## src/alarm_mon_pkg.sv

```systemverilog
// Purpose: shared constants and types for the line alarm status monitor
// Assumes: one line bit period per sys_clk_i cycle
// Notes:   status_t field order is the status bit order, bit 7 first
`default_nettype none
package alarm_mon_pkg;
	localparam int NUM_CH = 3;
	localparam int AW     = 8;
	localparam int DW     = 32;
	typedef logic [AW-1:0] addr_t;
	// Status offsets are word indices; byte address is four times each
	localparam addr_t STATUS_IDX [NUM_CH] = '{8'h03, 8'h0B, 8'h13};
	localparam addr_t CTRL_ADDR     = 8'h00;
	localparam addr_t IRQ_STAT_ADDR = 8'h04;
	localparam addr_t IRQ_CLR_ADDR  = 8'h08;
	localparam addr_t IRQ_EN_ADDR   = 8'h10;
	localparam logic [7:0] STATUS_RESET = 8'h00;
	localparam int LOS_ZERO_RUN = 160;
	localparam int DENS_WIN     = 48;
	localparam int DENS_PCT     = 33;
	localparam int DENS_MIN     = (DENS_WIN * DENS_PCT + 99) / 100;
	localparam int ZERO_W       = 8;
	localparam int WIN_W        = $clog2(DENS_WIN + 1);
	localparam int PRBS_LEN      = 15;
	localparam int PRBS_TAP      = 13;
	localparam int PRBS_WIN      = 64;
	localparam int PRBS_ERR_LOSS = 16;
	localparam int PRBS_ERR_LOCK = 1;
	localparam int PWIN_W        = $clog2(PRBS_WIN + 1);
	typedef struct packed {
		logic rx_pulse;
		logic analog_los;
		logic fifo_limit_alarm;
		logic receive_lock_loss;
		logic drive_monitor_fault;
	} line_pins_t;
	localparam int PIN_W = $bits(line_pins_t);
	typedef struct packed {
		logic unused;
		logic prbs_loss;
		logic digital_los;
		logic analog_los;
		logic fifo_limit_alarm;
		logic receive_lock_loss;
		logic line_los;
		logic drive_monitor_fault;
	} status_t;
	typedef struct packed {
		logic [NUM_CH-1:0] e3_mode;
		logic [NUM_CH-1:0] ja_enable;
		logic [NUM_CH-1:0] prbs_enable;
	} ctrl_t;
	localparam int CTRL_W = $bits(ctrl_t);
	localparam logic [CTRL_W-1:0] CTRL_RESET = 9'h000;
	typedef enum logic {LOS_CLEAR, LOS_DECLARED} los_state_t;
	typedef enum logic {PAT_LOCKED, PAT_LOST} prbs_state_t;
endpackage
`default_nettype wire

```

## src/digital_los_detector.sv

```systemverilog
// Purpose: digital loss-of-signal detector for one channel
// Assumes: pulse_i is high for a bit period that carried a pulse
// Notes:   held clear while disabled (E3 operation)
`timescale 1ns/1ps
`default_nettype none
module digital_los_detector
	import alarm_mon_pkg::*;
(
	input  wire logic sys_clk_i,
	input  wire logic rst_i,
	input  wire logic enable_i,
	input  wire logic pulse_i,
	output logic      los_o
);
	los_state_t        state_reg, state_next;
	logic [ZERO_W-1:0] zero_reg,  zero_next;
	logic [WIN_W-1:0]  win_reg,   win_next;
	logic [WIN_W-1:0]  ones_reg,  ones_next;

	wire             win_end    = win_reg == WIN_W'(DENS_WIN - 1);
	wire [WIN_W-1:0] ones_total = ones_reg + WIN_W'(pulse_i);
	wire             dense      = ones_total >= WIN_W'(DENS_MIN);

	always_comb begin
		state_next = state_reg;
		zero_next  = '0;
		win_next   = '0;
		ones_next  = '0;
		if (enable_i) begin
			unique case (state_reg)
				LOS_CLEAR: begin
					zero_next = pulse_i ? '0 : zero_reg + 1'b1;
					if (zero_next == ZERO_W'(LOS_ZERO_RUN))
						state_next = LOS_DECLARED;
				end
				LOS_DECLARED: begin
					win_next  = win_end ? '0 : win_reg + 1'b1;
					ones_next = win_end ? '0 : ones_total;
					// Density judged per whole window, not per pulse
					if (win_end && dense)
						state_next = LOS_CLEAR;
				end
			endcase
		end else begin
			state_next = LOS_CLEAR;
		end
	end

	always_ff @(posedge sys_clk_i or posedge rst_i) begin
		if (rst_i) begin
			state_reg <= LOS_CLEAR;
			zero_reg  <= '0;
			win_reg   <= '0;
			ones_reg  <= '0;
		end else begin
			state_reg <= state_next;
			zero_reg  <= zero_next;
			win_reg   <= win_next;
			ones_reg  <= ones_next;
		end
	end

	assign los_o = state_reg == LOS_DECLARED;
endmodule
`default_nettype wire

```

## src/prbs_lock_checker.sv

```systemverilog
// Purpose: self-synchronising PRBS receiver with lock-loss indication
// Assumes: bit_i is the received data, one bit per clock
// Notes:   lock state judged once per error window
`timescale 1ns/1ps
`default_nettype none
module prbs_lock_checker
	import alarm_mon_pkg::*;
(
	input  wire logic sys_clk_i,
	input  wire logic rst_i,
	input  wire logic enable_i,
	input  wire logic bit_i,
	output logic      loss_o
);
	prbs_state_t         state_reg, state_next;
	logic [PRBS_LEN-1:0] shift_reg;
	logic [PWIN_W-1:0]   win_reg;
	logic [PWIN_W-1:0]   err_reg;

	wire predicted = shift_reg[PRBS_LEN-1] ^ shift_reg[PRBS_TAP];
	wire bit_err   = bit_i ^ predicted;
	wire win_end   = win_reg == PWIN_W'(PRBS_WIN - 1);
	wire [PWIN_W-1:0] err_total = err_reg + PWIN_W'(bit_err);

	always_comb begin
		state_next = state_reg;
		if (!enable_i) begin
			state_next = PAT_LOCKED;
		end else if (win_end) begin
			unique case (state_reg)
				PAT_LOCKED: if (err_total >= PWIN_W'(PRBS_ERR_LOSS))
					state_next = PAT_LOST;
				PAT_LOST: if (err_total <= PWIN_W'(PRBS_ERR_LOCK))
					state_next = PAT_LOCKED;
			endcase
		end
	end

	always_ff @(posedge sys_clk_i or posedge rst_i) begin
		if (rst_i) begin
			state_reg <= PAT_LOCKED;
			shift_reg <= '0;
			win_reg   <= '0;
			err_reg   <= '0;
		end else begin
			state_reg <= state_next;
			shift_reg <= {shift_reg[PRBS_LEN-2:0], bit_i};
			win_reg   <= (enable_i && !win_end) ? win_reg + 1'b1 : '0;
			err_reg   <= (enable_i && !win_end) ? err_total : '0;
		end
	end

	assign loss_o = state_reg == PAT_LOST;
endmodule
`default_nettype wire

```

## src/line_alarm_status_monitor.sv

```systemverilog
// Purpose: per-channel live alarm status with APB access and interrupt
// Assumes: one line bit period per sys_clk_i cycle; alarm pins asynchronous
// Notes:   status bits follow their conditions; no latching
//
// Chosen here: the APB interface to the registers and the address map.
`timescale 1ns/1ps
`default_nettype none
module line_alarm_status_monitor
	import alarm_mon_pkg::*;
(
	input  wire logic                     sys_clk_i,
	input  wire logic                     rst_i,
	input  wire logic                     psel_i,
	input  wire logic                     penable_i,
	input  wire logic                     pwrite_i,
	input  wire logic [AW-1:0]            paddr_i,
	input  wire logic [DW-1:0]            pwdata_i,
	output logic      [DW-1:0]            prdata_o,
	output logic                          pready_o,
	output logic                          pslverr_o,
	input  wire line_pins_t [NUM_CH-1:0]  line_pins_i,
	output logic                          irq_o
);
	// ----------------------------------------------------------------
	// Pin synchronisers
	// ----------------------------------------------------------------
	localparam int SW = PIN_W * NUM_CH;

	logic [SW-1:0] pin_s1_reg;
	logic [SW-1:0] pin_s2_reg;
	logic [SW-1:0] pin_s3_reg;
	logic [SW-1:0] pin_filt_reg;

	// A change is taken only once stages two and three agree
	wire [SW-1:0] pin_agree     = ~(pin_s2_reg ^ pin_s3_reg);
	wire [SW-1:0] pin_filt_next = (pin_agree & pin_s3_reg)
	                            | (~pin_agree & pin_filt_reg);

	always_ff @(posedge sys_clk_i or posedge rst_i) begin
		if (rst_i) begin
			pin_s1_reg   <= '0;
			pin_s2_reg   <= '0;
			pin_s3_reg   <= '0;
			pin_filt_reg <= '0;
		end else begin
			pin_s1_reg   <= line_pins_i;
			pin_s2_reg   <= pin_s1_reg;
			pin_s3_reg   <= pin_s2_reg;
			pin_filt_reg <= pin_filt_next;
		end
	end

	line_pins_t [NUM_CH-1:0] pins_f;
	assign pins_f = pin_filt_reg;

	// Line bits already run on the recovered clock; the filter would
	// swallow every single-bit pulse, so they bypass the synchronisers
	wire logic [NUM_CH-1:0] rx_bit;
	for (genvar c = 0; c < NUM_CH; c++) begin : g_rx
		assign rx_bit[c] = line_pins_i[c].rx_pulse;
	end

	// ----------------------------------------------------------------
	// APB decode
	// ----------------------------------------------------------------
	ctrl_t             ctrl_reg;
	logic [NUM_CH-1:0] irq_stat_reg;
	logic [NUM_CH-1:0] irq_en_reg;
	logic [DW-1:0]     prdata_reg;

	wire logic [NUM_CH-1:0] st_hit;
	wire logic [DW-1:0]     rd_word [NUM_CH];
	wire logic [NUM_CH-1:0] chan_evt;
	logic      [NUM_CH-1:0] dig_los;
	logic      [NUM_CH-1:0] prbs_loss;

	wire setup_ph  = psel_i & ~penable_i;
	wire access_ph = psel_i & penable_i;

	wire ctrl_hit    = paddr_i == CTRL_ADDR;
	wire irq_st_hit  = paddr_i == IRQ_STAT_ADDR;
	wire irq_clr_hit = paddr_i == IRQ_CLR_ADDR;
	wire irq_en_hit  = paddr_i == IRQ_EN_ADDR;
	wire any_hit     = ctrl_hit | irq_st_hit | irq_clr_hit
	                 | irq_en_hit | (|st_hit);

	wire wr_ctrl = access_ph & pwrite_i & ctrl_hit;
	wire wr_clr  = access_ph & pwrite_i & irq_clr_hit;
	wire wr_en   = access_ph & pwrite_i & irq_en_hit;
	wire rd_take = setup_ph & ~pwrite_i;

	logic [DW-1:0] st_rd;
	always_comb begin
		st_rd = '0;
		for (int i = 0; i < NUM_CH; i++) begin
			st_rd = st_rd | rd_word[i];
		end
	end

	// Clear register reads as zero
	wire [DW-1:0] rd_mux = st_rd
	                     | (ctrl_hit   ? DW'(ctrl_reg)     : '0)
	                     | (irq_st_hit ? DW'(irq_stat_reg) : '0)
	                     | (irq_en_hit ? DW'(irq_en_reg)   : '0);

	// Read data sampled in setup so it stands through the access phase
	wire [DW-1:0] prdata_next = rd_take ? rd_mux : prdata_reg;

	// Zero wait states; writes to read-only words are ignored quietly
	assign pready_o  = 1'b1;
	assign pslverr_o = access_ph & ~any_hit;
	assign prdata_o  = prdata_reg;

	// ----------------------------------------------------------------
	// Per-channel detectors and status
	// ----------------------------------------------------------------
	for (genvar c = 0; c < NUM_CH; c++) begin : g_ch
		status_t stat_reg;
		status_t stat_next;

		digital_los_detector u_los (
			.sys_clk_i (sys_clk_i),
			.rst_i     (rst_i),
			.enable_i  (~ctrl_reg.e3_mode[c]),
			.pulse_i   (rx_bit[c]),
			.los_o     (dig_los[c])
		);

		prbs_lock_checker u_prbs (
			.sys_clk_i (sys_clk_i),
			.rst_i     (rst_i),
			.enable_i  (ctrl_reg.prbs_enable[c]),
			.bit_i     (rx_bit[c]),
			.loss_o    (prbs_loss[c])
		);

		wire fifo_seen = pins_f[c].fifo_limit_alarm
		               & ctrl_reg.ja_enable[c];
		wire los_any   = pins_f[c].analog_los | dig_los[c];

		always_comb begin
			stat_next                     = STATUS_RESET;
			stat_next.prbs_loss           = prbs_loss[c];
			stat_next.digital_los         = dig_los[c];
			stat_next.analog_los          = pins_f[c].analog_los;
			stat_next.fifo_limit_alarm    = fifo_seen;
			stat_next.receive_lock_loss   = pins_f[c].receive_lock_loss;
			stat_next.line_los            = los_any;
			stat_next.drive_monitor_fault = pins_f[c].drive_monitor_fault;
		end

		always_ff @(posedge sys_clk_i or posedge rst_i) begin
			if (rst_i) begin
				stat_reg <= STATUS_RESET;
			end else begin
				stat_reg <= stat_next;
			end
		end

		assign st_hit[c]   = paddr_i == {STATUS_IDX[c][AW-3:0], 2'b00};
		assign rd_word[c]  = st_hit[c] ? DW'(stat_reg) : '0;
		assign chan_evt[c] = stat_next != stat_reg;
	end

	// ----------------------------------------------------------------
	// Control and interrupt registers
	// ----------------------------------------------------------------
	wire [NUM_CH-1:0] clr_mask = wr_clr ? pwdata_i[NUM_CH-1:0] : '0;

	// A change in the clearing cycle survives the clear
	wire [NUM_CH-1:0] irq_stat_next = (irq_stat_reg & ~clr_mask) | chan_evt;
	wire [NUM_CH-1:0] irq_en_next   = wr_en ? pwdata_i[NUM_CH-1:0] : irq_en_reg;
	wire ctrl_t       ctrl_next     = wr_ctrl ? pwdata_i[CTRL_W-1:0] : ctrl_reg;

	always_ff @(posedge sys_clk_i or posedge rst_i) begin
		if (rst_i) begin
			ctrl_reg     <= CTRL_RESET;
			irq_stat_reg <= '0;
			irq_en_reg   <= '0;
			prdata_reg   <= '0;
		end else begin
			ctrl_reg     <= ctrl_next;
			irq_stat_reg <= irq_stat_next;
			irq_en_reg   <= irq_en_next;
			prdata_reg   <= prdata_next;
		end
	end

	assign irq_o = |(irq_stat_reg & irq_en_reg);

	// Zero-run reference for channel 0, saturating
	logic [ZERO_W-1:0] zrun_reg;
	wire  zrun_hold = rx_bit[0] | ctrl_reg.e3_mode[0];
	wire  zrun_full = &zrun_reg;

	always_ff @(posedge sys_clk_i or posedge rst_i) begin
		if (rst_i) begin
			zrun_reg <= '0;
		end else if (zrun_hold) begin
			zrun_reg <= '0;
		end else if (!zrun_full) begin
			zrun_reg <= zrun_reg + 1'b1;
		end
	end

	// Recent channel 0 line bits and pattern misses, newest in bit 0
	logic [DENS_WIN-1:0] hist_reg;
	logic [PRBS_WIN-1:0] miss_reg;
	wire  ref_miss = rx_bit[0] ^ hist_reg[PRBS_LEN-1] ^ hist_reg[PRBS_TAP];

	always_ff @(posedge sys_clk_i or posedge rst_i) begin
		if (rst_i) begin
			hist_reg <= '0;
			miss_reg <= '0;
		end else begin
			hist_reg <= {hist_reg[DENS_WIN-2:0], rx_bit[0]};
			miss_reg <= {miss_reg[PRBS_WIN-2:0], ref_miss};
		end
	end
endmodule
`default_nettype wire

```

## config.mk

```make
export PLATFORM = sky130hd
export DESIGN_NAME = line_alarm_status_monitor
export DESIGN_NICKNAME = d
export VERILOG_FILES = /design/src/alarm_mon_pkg.sv /design/src/digital_los_detector.sv /design/src/prbs_lock_checker.sv /design/src/line_alarm_status_monitor.sv
export SDC_FILE = /design/constraint.sdc
export NUM_CORES = 1
export LEC_CHECK = 0
export BUFFER_PORTS_ARGS = -buffer_cell sky130_fd_sc_hd__buf_2
export CORE_ASPECT_RATIO = 1.75
export CORE_UTILIZATION = 59
export CTS_CLUSTER_DIAMETER = 30
export DETAILED_ROUTE_END_ITERATION = 12
export PLACE_DENSITY = 0.79
export SYNTH_ARGS = -nofsm -noshare
export SYNTH_HDL_FRONTEND = slang
export SYNTH_SLANG_ARGS = --single-unit
```

## constraint.sdc

```tcl
create_clock -name sys_clk_i -period 8.8 [get_ports sys_clk_i]
set_clock_uncertainty 0.15 [all_clocks]
set_input_delay 1.32 -clock sys_clk_i [delete_from_list [all_inputs] [get_ports sys_clk_i]]
set_output_delay 1.32 -clock sys_clk_i [all_outputs]
set_load 0.02 [all_outputs]
```

==> results of run 1 <==
==> worst max-delay path, stage by stage <==
cell and delay (ns):
buf_2 0.20, nand3b_1 0.20, nor3_1 0.69, a221oi_1 0.22, buf_2 0.23
==> cells by family after synthesis <==
kind of cell               count (synthesis)  share of synthesized area [%]
muxes                                     24                           2.61
buffers and inverters                     58                           3.18
adders and majority gates                 33                           3.86
and+or+nand+nor                          296                           15.1
DFF                                      246                           62.1
AOI/OAI and AO/OA                         66                           4.81
xor gates and xnor gates                  93                           8.22
other                                      2                         0.0758
==> cells in the mapped netlist, types with 5 or more instances <==
cell / instances
xnor2_1: 48
nand3_1: 50
clkbuf_1: 13
mux2_2: 15
dfrtp_1: 246
a22oi_1: 7
or2_2: 8
inv_1: 20
buf_4: 24
mux2i_1: 9
o31ai_1: 6
a21boi_0: 5
o21a_1: 5
nand2_1: 38
a21oi_1: 8
nor4_1: 9
and3_1: 20
and2_1: 13
nor3_1: 7
maj3_1: 12
xor2_1: 45
nand4_1: 9
o21ai_0: 10
nor2_1: 106
nor3b_1: 8
ha_1: 21
==> power groups by stage <==
stage | logic, mW | registers [mW] | clock network, mW
detailed placement | 0.182 | 1.27 | 0
CTS | 0.183 | 1.25 | 1.38
global route | 0.208 | 1.25 | 1.43
finish | 0.180 | 1.25 | 1.35
floorplan | 0.138 | 1.26 | 0
global placement | 0.174 | 1.26 | 0
==> worst max-delay path by stage <==
stage,slack (ns),cells past startpoint,to
2_1_floorplan,0.57,1,async pin
3_3_place_gp,4.48,5,pslverr_o
3_5_place_dp,4.52,5,pslverr_o
4_1_cts,4.51,5,pslverr_o
5_1_grt,4.35,5,pslverr_o
6_report,4.46,5,pslverr_o
==> area by class of cell <==
type / instances / area, µm² / share of cell area (%)
Antenna cell: 1 / 2.50 / 0.0219
Clock buffer: 36 / 825 / 7.21
Clock inverter: 22 / 318 / 2.78
Inverter: 20 / 82.6 / 0.722
Multi-Input combinational cell: 536 / 3530 / 30.9
Sequential cell: 246 / 6160 / 53.8
Tap cell: 224 / 280 / 2.45
Timing Repair Buffer: 48 / 243 / 2.12
==> placed cells by master (no fill, tap or decap), types with 5 or more instances in the layout <==
cell and n:
maj3_1 12, and2_1 13, o21a_1 5, nand2_1 38, inv_1 19, or2_2 8
inv_8 9, a21boi_0 5, mux2i_1 9, clkbuf_16 31, and3_1 20, a21oi_1 8
nand3_1 50, dfrtp_1 246, ha_1 21, nor2_1 106, nor3b_1 7, xor2_1 45
conb_1 24, a22oi_1 7, xnor2_1 48, mux2_2 15, nor3_1 7, o31ai_1 6
o21ai_0 10, nand4_1 9, nor4_1 9, buf_2 47
==> metal layers <==
metal / up-vias / global-route usage (%)
li1: 2888 / -
met1: 3088 / 26.8
met2: 119 / 38.5
met3: 45 / 3.71
met4: 0 / 9.66
met5: - / 0
==> impl_metrics.toml, run 1 <==
[final_layout]
largest_reg_flops = 45
fill_cells = 1207
layout-drive-gt1-share_pct = 15.0
nets = 964
syn_to_final_growth_pct = 15.4
finish.utilization_pct = 69.5
stdcell_count = 1133
design_area_um2 = 11400

[power]
power.density_nw_per_um2 = 243
switching_share_pct = 24.6
power_mw = 2.78
power.leakage_nw = 5.25
peakVddDrop_v = 0.000252
pwr-share-seq_pct = 44.9
pwr-share-comb_pct = 6.5
p_sw_uw = 684
clock_power_share_pct = 48.7
internal_power_mw = 2.09

[sta]
maxSlewViolCount = 0
fin_crit_ns = 4.34
tns_ns = 0
rsz0062_at_grt = "false"
fin_hold_ws_ns = 0.193
slew_headroom_pct = 19.4
setup_viol_count_final = 0
setup_ws_ns = 4.46
finalCritPeriodShare_pct = 49.4
final_hold_viol_count = 0
worst_pin_slew_ns = 1.20
timing.fmax_ghz = 0.230

[critical_path]
r2r_slack_ns = 6.42
arrival_ns = 2.87
path_class = "in -> out"
r2r-end = "g_ch[1].u_prbs.loss_o"
crit_path_max_fanout = 12
r2r_cells = 8
r2r_start = "g_ch[1].u_prbs.shift_reg[14]"
critPathCaptureType = "primary output"
critical_path.startpoint_type = "primary input"
critPathLaunch = "paddr_i[5]"
cp_data_required_time_ns = 7.33

[clock_network]
insertion_delay_ns = 0.55
cts_hold_buf = 0
cts_resized = 0
htree_num_levels = 1
cts_buffer_depth = 3
cts_tree = "done"
postCtsSetupRepairBufs = 0
cts_num_sinks = 246
cts_buffers = 31
root_buffer = "clkbuf_16"
clk_pin_slew_ns = 0.06

[global_routing]
grt_max_degree = 164
grtUsageTotal_pct = 22.1
gr-total-overflow = 0
grt_pass1_vias = 6595
grt_pass1_wl_mm = 30.6
antenna_found_initial = 1

[die]
core-area_um2 = 16400
start_util_pct = 60.3
io_pins = 95
die_y_um = 173
rows = 62
chipWidth_um = 100
dieArea_um2 = 17300

[synthesis]
yosys.area.top_type = "dfrtp_1"
yosys_warnings = 0
synth_enable_flop_cells = 0
synth_seq_cells = 246
netlist.area_leader.share_pct = 62.1
seq_area_frac_synth_pct = 62.1
ys_async_sr_fraction_pct = 100
ys.flop_type = "dfrtp_1"
syn_inst = 818
avgSynthCellArea_um2 = 12.1
synth.distinct_cells = 52
netlist_area_um2 = 9910
synth_area_leaders = "dfrtp_1 62%, xnor2_1 4.2%, nor2_1 4.0%, xor2_1 4.0%, ha_1 2.7%"

[place]
placed_cell_area_um2 = 10300
place.gp.congestion = 0.842
dp_slack_ns = 4.52
io_buffers = 47
dpl.cell_count = 1074
post-dp-hpwl_mm = 11.5

[route]
firstDrtPassIters = 4
topRoutingLayerUsed = "met4"
wirelength_mm = 17.8
drt-met1-wl_mm = 7.08
wl_met3_um = 698
wl_per_cell_um = 15.7
via_per_inst = 5.42
dr_wl_met2_mm = 9.46
via_count = 6140
drcViolationCount = 0
ant_nets = 0
initialDrtViolationCount = 311

[job]
cap_violations = 0

[min_path]
hold_depth = 0
holdCritStartpoint = "g_ch[1].u_prbs.shift_reg[7]"
hold_class = "reg -> reg"
whs_endpoint = "g_ch[1].u_prbs.shift_reg[8]"

[status]
outcome = "finished clean"
(Power assumes the default switching activity.)
==> run 2, diff against run 1 <==
--- a/config.mk
+++ b/config.mk
@@ -5,6 +5,7 @@
 export SDC_FILE = /design/constraint.sdc
 export NUM_CORES = 1
 export LEC_CHECK = 0
+export ABC_AREA = 1
 export BUFFER_PORTS_ARGS = -buffer_cell sky130_fd_sc_hd__buf_2
 export CORE_ASPECT_RATIO = 1.75
 export CORE_UTILIZATION = 59
==> constraint.sdc (replaced) <==
create_clock -name sys_clk_i -period 4.05 [get_ports sys_clk_i]
set_clock_uncertainty 0.15 [all_clocks]
set_input_delay 0.6075 -clock sys_clk_i [delete_from_list [all_inputs] [get_ports sys_clk_i]]
set_output_delay 0.6075 -clock sys_clk_i [all_outputs]
set_load 0.02 [all_outputs]
==> impl_metrics.toml, run 2 <==
[status]
outcome = "finished clean"

[critical_path]
arrival_ns = 1.77
cp_data_required_time_ns = 3.29
cpPeakStageDelay_ns = 0.42
crit_family = "simple AND/OR/NAND/NOR gates"
worst-path-buf-inv = 3
critPathCaptureType = "primary output"
crit_path_frequent_cell = "buf_2"
cp_slowest_cell = "nor3_4"
path_class = "in -> out"
critical_path.startpoint_type = "primary input"
crit_chain = "buf_2 > nor2_4 > inv_2 > nor3_4 > o21ai_1 > nand3_1 > nor2_1 > buf_2"
crit_path_max_fanout = 16

[place]
place.gp.congestion = 0.802
io_buffers = 47
dpl.cell_count = 1259
dp_slack_ns = 1.44
placed_cell_area_um2 = 10500
post-dp-hpwl_mm = 11.7

[die]
start_util_pct = 60.7
core-area_um2 = 16500
dieArea_um2 = 17500
io_pins = 95
die_y_um = 174
chipWidth_um = 101
rows = 62

[final_layout]
design_area_um2 = 11400
largest_reg_flops = 45
fill_cells = 1265
nets = 1147
layout_common_cells = "246 x dfrtp_1, 154 x nand2_1, 140 x nor2_1, 98 x inv_1, 82 x nand3_1"
finish.utilization_pct = 69.3
stdcell_count = 1311
final_common_cell = "dfrtp_1"
syn_to_final_growth_pct = 14.1
layout-drive-gt1-share_pct = 13.8
antenna_cells = 0

[synthesis]
ys_top_cells_by_count = "246 x dfrtp_1, 154 x nand2_1, 140 x nor2_1"
seq_area_frac_synth_pct = 61.4
syn_inst = 992
ys.flop_type = "dfrtp_1"
synth_fa_ha_area_share_pct = 3.82
avgSynthCellArea_um2 = 10.1
ys_async_sr_fraction_pct = 100
netlist.area_leader.share_pct = 61.4
yosys.area.top_type = "dfrtp_1"
synth_most_common_cell = "dfrtp_1"
synth.distinct_cells = 36
synth_xor_xnor_area_share_pct = 4.19
netlist_area_um2 = 10000
synth_mux_area_share_pct = 0.449
synth-simple-area-share_pct = 19.9
yosys_warnings = 0
synth-compound-area-share_pct = 3.53
synth_seq_cells = 246
synth_area_leaders = "dfrtp_1 61%, nand2_1 5.8%, nor2_1 5.2%, nand3_1 4.1%, inv_1 3.7%"
synth_top_family_by_area = "simple AND/OR/NAND/NOR gates"
synth_enable_flop_cells = 0

[global_routing]
antenna_found_initial = 0
gr-total-overflow = 0
grtUsageTotal_pct = 21.6
grt_pass1_vias = 6829
grt_max_degree = 66
grt_pass1_wl_mm = 30.4

[clock_network]
htree_num_levels = 1
cts_num_sinks = 246
clk_pin_slew_ns = 0.06
cts_resized = 0
postCtsSetupRepairBufs = 0
insertion_delay_ns = 0.52
cts_hold_buf = 0
root_buffer = "clkbuf_16"
cts_buffers = 29
cts_tree = "done"
cts_buffer_depth = 3

[sta]
slew_headroom_pct = 30.5
fin_crit_ns = 2.53
maxSlewViolCount = 0
setup_viol_count_final = 0
fin_hold_ws_ns = 0.0381
worst_pin_slew_ns = 1.04
tns_ns = 0
setup_ws_ns = 1.52
finalCritPeriodShare_pct = 62.5
final_hold_viol_count = 0
rsz0062_at_grt = "false"
timing.fmax_ghz = 0.395

[route]
via_per_inst = 5.01
via_count = 6573
drcViolationCount = 0
wl_per_cell_um = 13.4
wirelength_mm = 17.6
firstDrtPassIters = 4
initialDrtViolationCount = 209
ant_nets = 0

[job]
cap_violations = 0

[min_path]
hold_class = "in -> reg"

[power]
power_mw = 5.32
pwr-share-seq_pct = 48.4
power.density_nw_per_um2 = 465
internal_power_mw = 4.07
power.leakage_nw = 5.51
switching_share_pct = 23.5
p_sw_mw = 1.25
clock_power_share_pct = 47.5
pwr-share-comb_pct = 4.1
peakVddDrop_v = 0.000425
[run 2: logic make-up after synthesis]
| family | Yosys count |
|---|---|
| DFF | 246 |
| buffers and inverters | 149 |
| and+or+nand+nor | 445 |
| other | 2 |
| muxes | 3 |
| adders and majority gates | 33 |
| AOI/OAI and AO/OA | 66 |
| xor gates and xnor gates | 48 |
[run 2: worst register-to-register path, stage by stage (launching register included)]
cell,delay [ns]
dfrtp_1,0.38
xnor2_1,0.14
xor2_1,0.14
inv_1,0.06
ha_1,0.17
ha_1,0.19
inv_1,0.05
nor2_1,0.18
nand2_1,0.10
o21ai_1,0.17
nand2_1,0.07
nor2_1,0.10
nand3_1,0.08
nand2_1,0.06
nand2_1,0.04
[run 2: path summary, 6_finish.rpt]
path | from | to | slack, ns | cells past startpoint
min | line_pins_i[6] | pin_s1_reg[6] | 0.04 | 1
max | paddr_i[1] | pslverr_o | 1.52 | 8
max in group asynchronous | rst_i | irq_en_reg[2] | 2.62 | 3
max reg2reg | g_ch[1].u_prbs.shift_reg[14] | g_ch[1].u_prbs.loss_o | 1.87 | 14
min reg2reg | g_ch[2].u_prbs.shift_reg[5] | g_ch[2].u_prbs.shift_reg[6] | 0.19 | 0
min in group asynchronous | rst_i | g_ch[1].u_prbs.shift_reg[5] | 0.17 | 2
[run 2: layer usage]
layer | share of wire, % | vias up | global-route usage [%]
met3 | 3.1 | 33 | 2.41
li1 | - | 3271 | -
met5 | 0 | - | 0
met1 | 41 | 3153 | 27.1
met2 | 54 | 116 | 38.6
met4 | 2.5 | 0 | 7.19
[run 2: layout make-up]
cell class	instances	area (µm²)	share of cell area (%)
clock inverter	19	201	1.76
inverter	118	447	3.90
multi-input combinational	619	3290	28.7
timing repair buffer	52	310	2.71
tap	224	280	2.45
sequential	246	6160	53.8
clock buffer	33	761	6.65
[run 2: power groups by stage]
stage	Sequential (mW)	Clock, mW	Combinational [mW]
global placement	2.62	0	0.213
CTS	2.58	2.59	0.224
floorplan	2.61	0	0.163
global route	2.58	2.69	0.247
finish	2.58	2.53	0.219
detailed placement	2.62	0	0.218
==> run 3, diff against run 2 <==
--- a/config.mk
+++ b/config.mk
@@ -5,7 +5,7 @@
 export SDC_FILE = /design/constraint.sdc
 export NUM_CORES = 1
 export LEC_CHECK = 0
-export ABC_AREA = 1
+export ABC_AREA = 0
 export BUFFER_PORTS_ARGS = -buffer_cell sky130_fd_sc_hd__buf_2
 export CORE_ASPECT_RATIO = 1.75
 export CORE_UTILIZATION = 59
==> constraint.sdc (replaced) <==
create_clock -name sys_clk_i -period 2.6 [get_ports sys_clk_i]
set_clock_uncertainty 0.15 [all_clocks]
set_input_delay 0.39 -clock sys_clk_i [delete_from_list [all_inputs] [get_ports sys_clk_i]]
set_output_delay 0.39 -clock sys_clk_i [all_outputs]
set_load 0.02 [all_outputs]
==> impl_metrics.toml, run 3 (synthesis gave the netlist of run 1 again) <==
[final_layout]
syn_to_final_growth_pct = 19.3
antenna_cells = 0
layout_common_cells = "246 x dfrtp_1, 106 x nor2_1, 50 x nand3_1, 48 x xnor2_1, 47 x buf_2"
stdcell_count = 1177
nets = 1009
fill_cells = 1134
largest_reg_flops = 45
design_area_um2 = 11800
layout-drive-gt1-share_pct = 17.0
final_common_cell = "dfrtp_1"

[sta]
maxSlewViolCount = 0
worst_pin_slew_ns = 0.657
timing.fmax_ghz = 0.395
finalCritPeriodShare_pct = 97.3
fin_crit_ns = 2.53
slew_headroom_pct = 56.1
final_hold_viol_count = 0
fin_hold_ws_ns = 0.0204
setup_viol_count_final = 0

[global_routing]
grt_pass1_wl_mm = 31.3
antenna_found_initial = 0
grt_max_degree = 41
grtUsageTotal_pct = 22.7
gr-total-overflow = 0
grt_pass1_vias = 6674

[clock_network]
htree_num_levels = 1
clk_pin_slew_ns = 0.06
insertion_delay_ns = 0.56
cts_buffers = 31
cts_tree = "done"
cts_buffer_depth = 3
cts_num_sinks = 246
root_buffer = "clkbuf_16"
postCtsSetupRepairBufs = 0

[critical_path]
cp_data_required_time_ns = 2.88
critPathCaptureType = "flop"
arrival_ns = 2.81
crit_path_max_fanout = 8
critical_path.startpoint_type = "primary input"
r2r_start = "g_ch[1].u_prbs.shift_reg[14]"
path_class = "in -> reg"
critPathLaunch = "line_pins_i[4]"

[route]
wirelength_mm = 18.7
wl_per_cell_um = 15.9
firstDrtPassIters = 4
initialDrtViolationCount = 261
ant_nets = 0
via_count = 6325
via_per_inst = 5.37
drcViolationCount = 0

[status]
outcome = "finished clean"

[die]
chipWidth_um = 100
dieArea_um2 = 17300
die_y_um = 173
io_pins = 95
start_util_pct = 60.3
rows = 62
core-area_um2 = 16400

[place]
post-dp-hpwl_mm = 12.4
placed_cell_area_um2 = 10500
place.gp.congestion = 0.840
dpl.cell_count = 1096
io_buffers = 47

[job]
cap_violations = 0

[min_path]
hold_class = "in -> reg"
holdCritStartpoint = "line_pins_i[14]"

[power]
power.density_nw_per_um2 = 785
peakVddDrop_v = 0.000750
power.leakage_nw = 5.43
## run 3: what timing repair did
action                                 4_1_cts  5_1_grt
resized for setup                            0        4
endpoints found under the hold margin       44        0
setup endpoints to repair                    0        2
hold buffers                                23        0
## run 3: worst paths after layout
check	to	cells past startpoint	slack, ns
min	g_ch[2].u_prbs.shift_reg[0]	2	0.02
min reg2reg	pin_s2_reg[3]	0	0.20
min in group asynchronous	ctrl_reg[8]	3	0.34
max reg2reg	g_ch[1].u_prbs.loss_o	8	0.34
max in group asynchronous	g_ch[2].u_prbs.win_reg[5]	4	1.25
max	g_ch[0].u_los.los_o	9	0.07
## run 3: metrics by stage
step	total power, mW	worst slack, ns	TNS [ns]	util [%]
5_1_grt	9.65	-0.0104	-0.0104	71.9
3_5_place_dp	4.92	0.0554	0	63.8
6_report	9.29	0.0705	0	71.9
2_1_floorplan	4.74	-1.17	-288.25	-
4_1_cts	9.38	0.0721	0	71.8
3_3_place_gp	4.89	0.176	0	63.8
## run 3: final cells by class
| class | instances | area [µm²] | share of cell area [%] |
|---|---|---|---|
| inverters | 20 | 78.8 | 0.666 |
| repair buffers | 93 | 676 | 5.71 |
| well taps | 224 | 280 | 2.37 |
| multi-input cells | 536 | 3540 | 30.0 |
| clock inverters | 24 | 297 | 2.51 |
| clock buffers | 34 | 797 | 6.74 |
| flip-flops and latches | 246 | 6160 | 52.0 |
## run 3: report_power, final
part / switching (mW) / leakage, nW / total (mW) / internal (mW)
registers: 0.156 / 3.12 / 4.21 / 4.06
logic: 0.376 / 1.78 / 0.667 / 0.291
clock network: 1.80 / 0.529 / 4.41 / 2.61
## run 3: metal layers
metal | share of wire, % | routed length (µm) | track usage (%) | vias to the layer above
met2 | 53 | 9990 | 39.9 | 136
met5 | 0 | 0 | 0 | -
li1 | - | - | - | 2976
met1 | 39 | 7350 | 27.5 | 3158
met3 | 3.8 | 714 | 3.35 | 55
met4 | 3.7 | 700 | 9.90 | 0
## run 3: critical path, stage by stage
cell and delay [ns]:
dlygate4sd3_1 0.52, buf_2 0.20, ha_2 0.23, ha_1 0.18, nand3_1 0.13, or4_1 0.54, a41oi_2 0.23, o21ai_0 0.12
o31ai_1 0.25
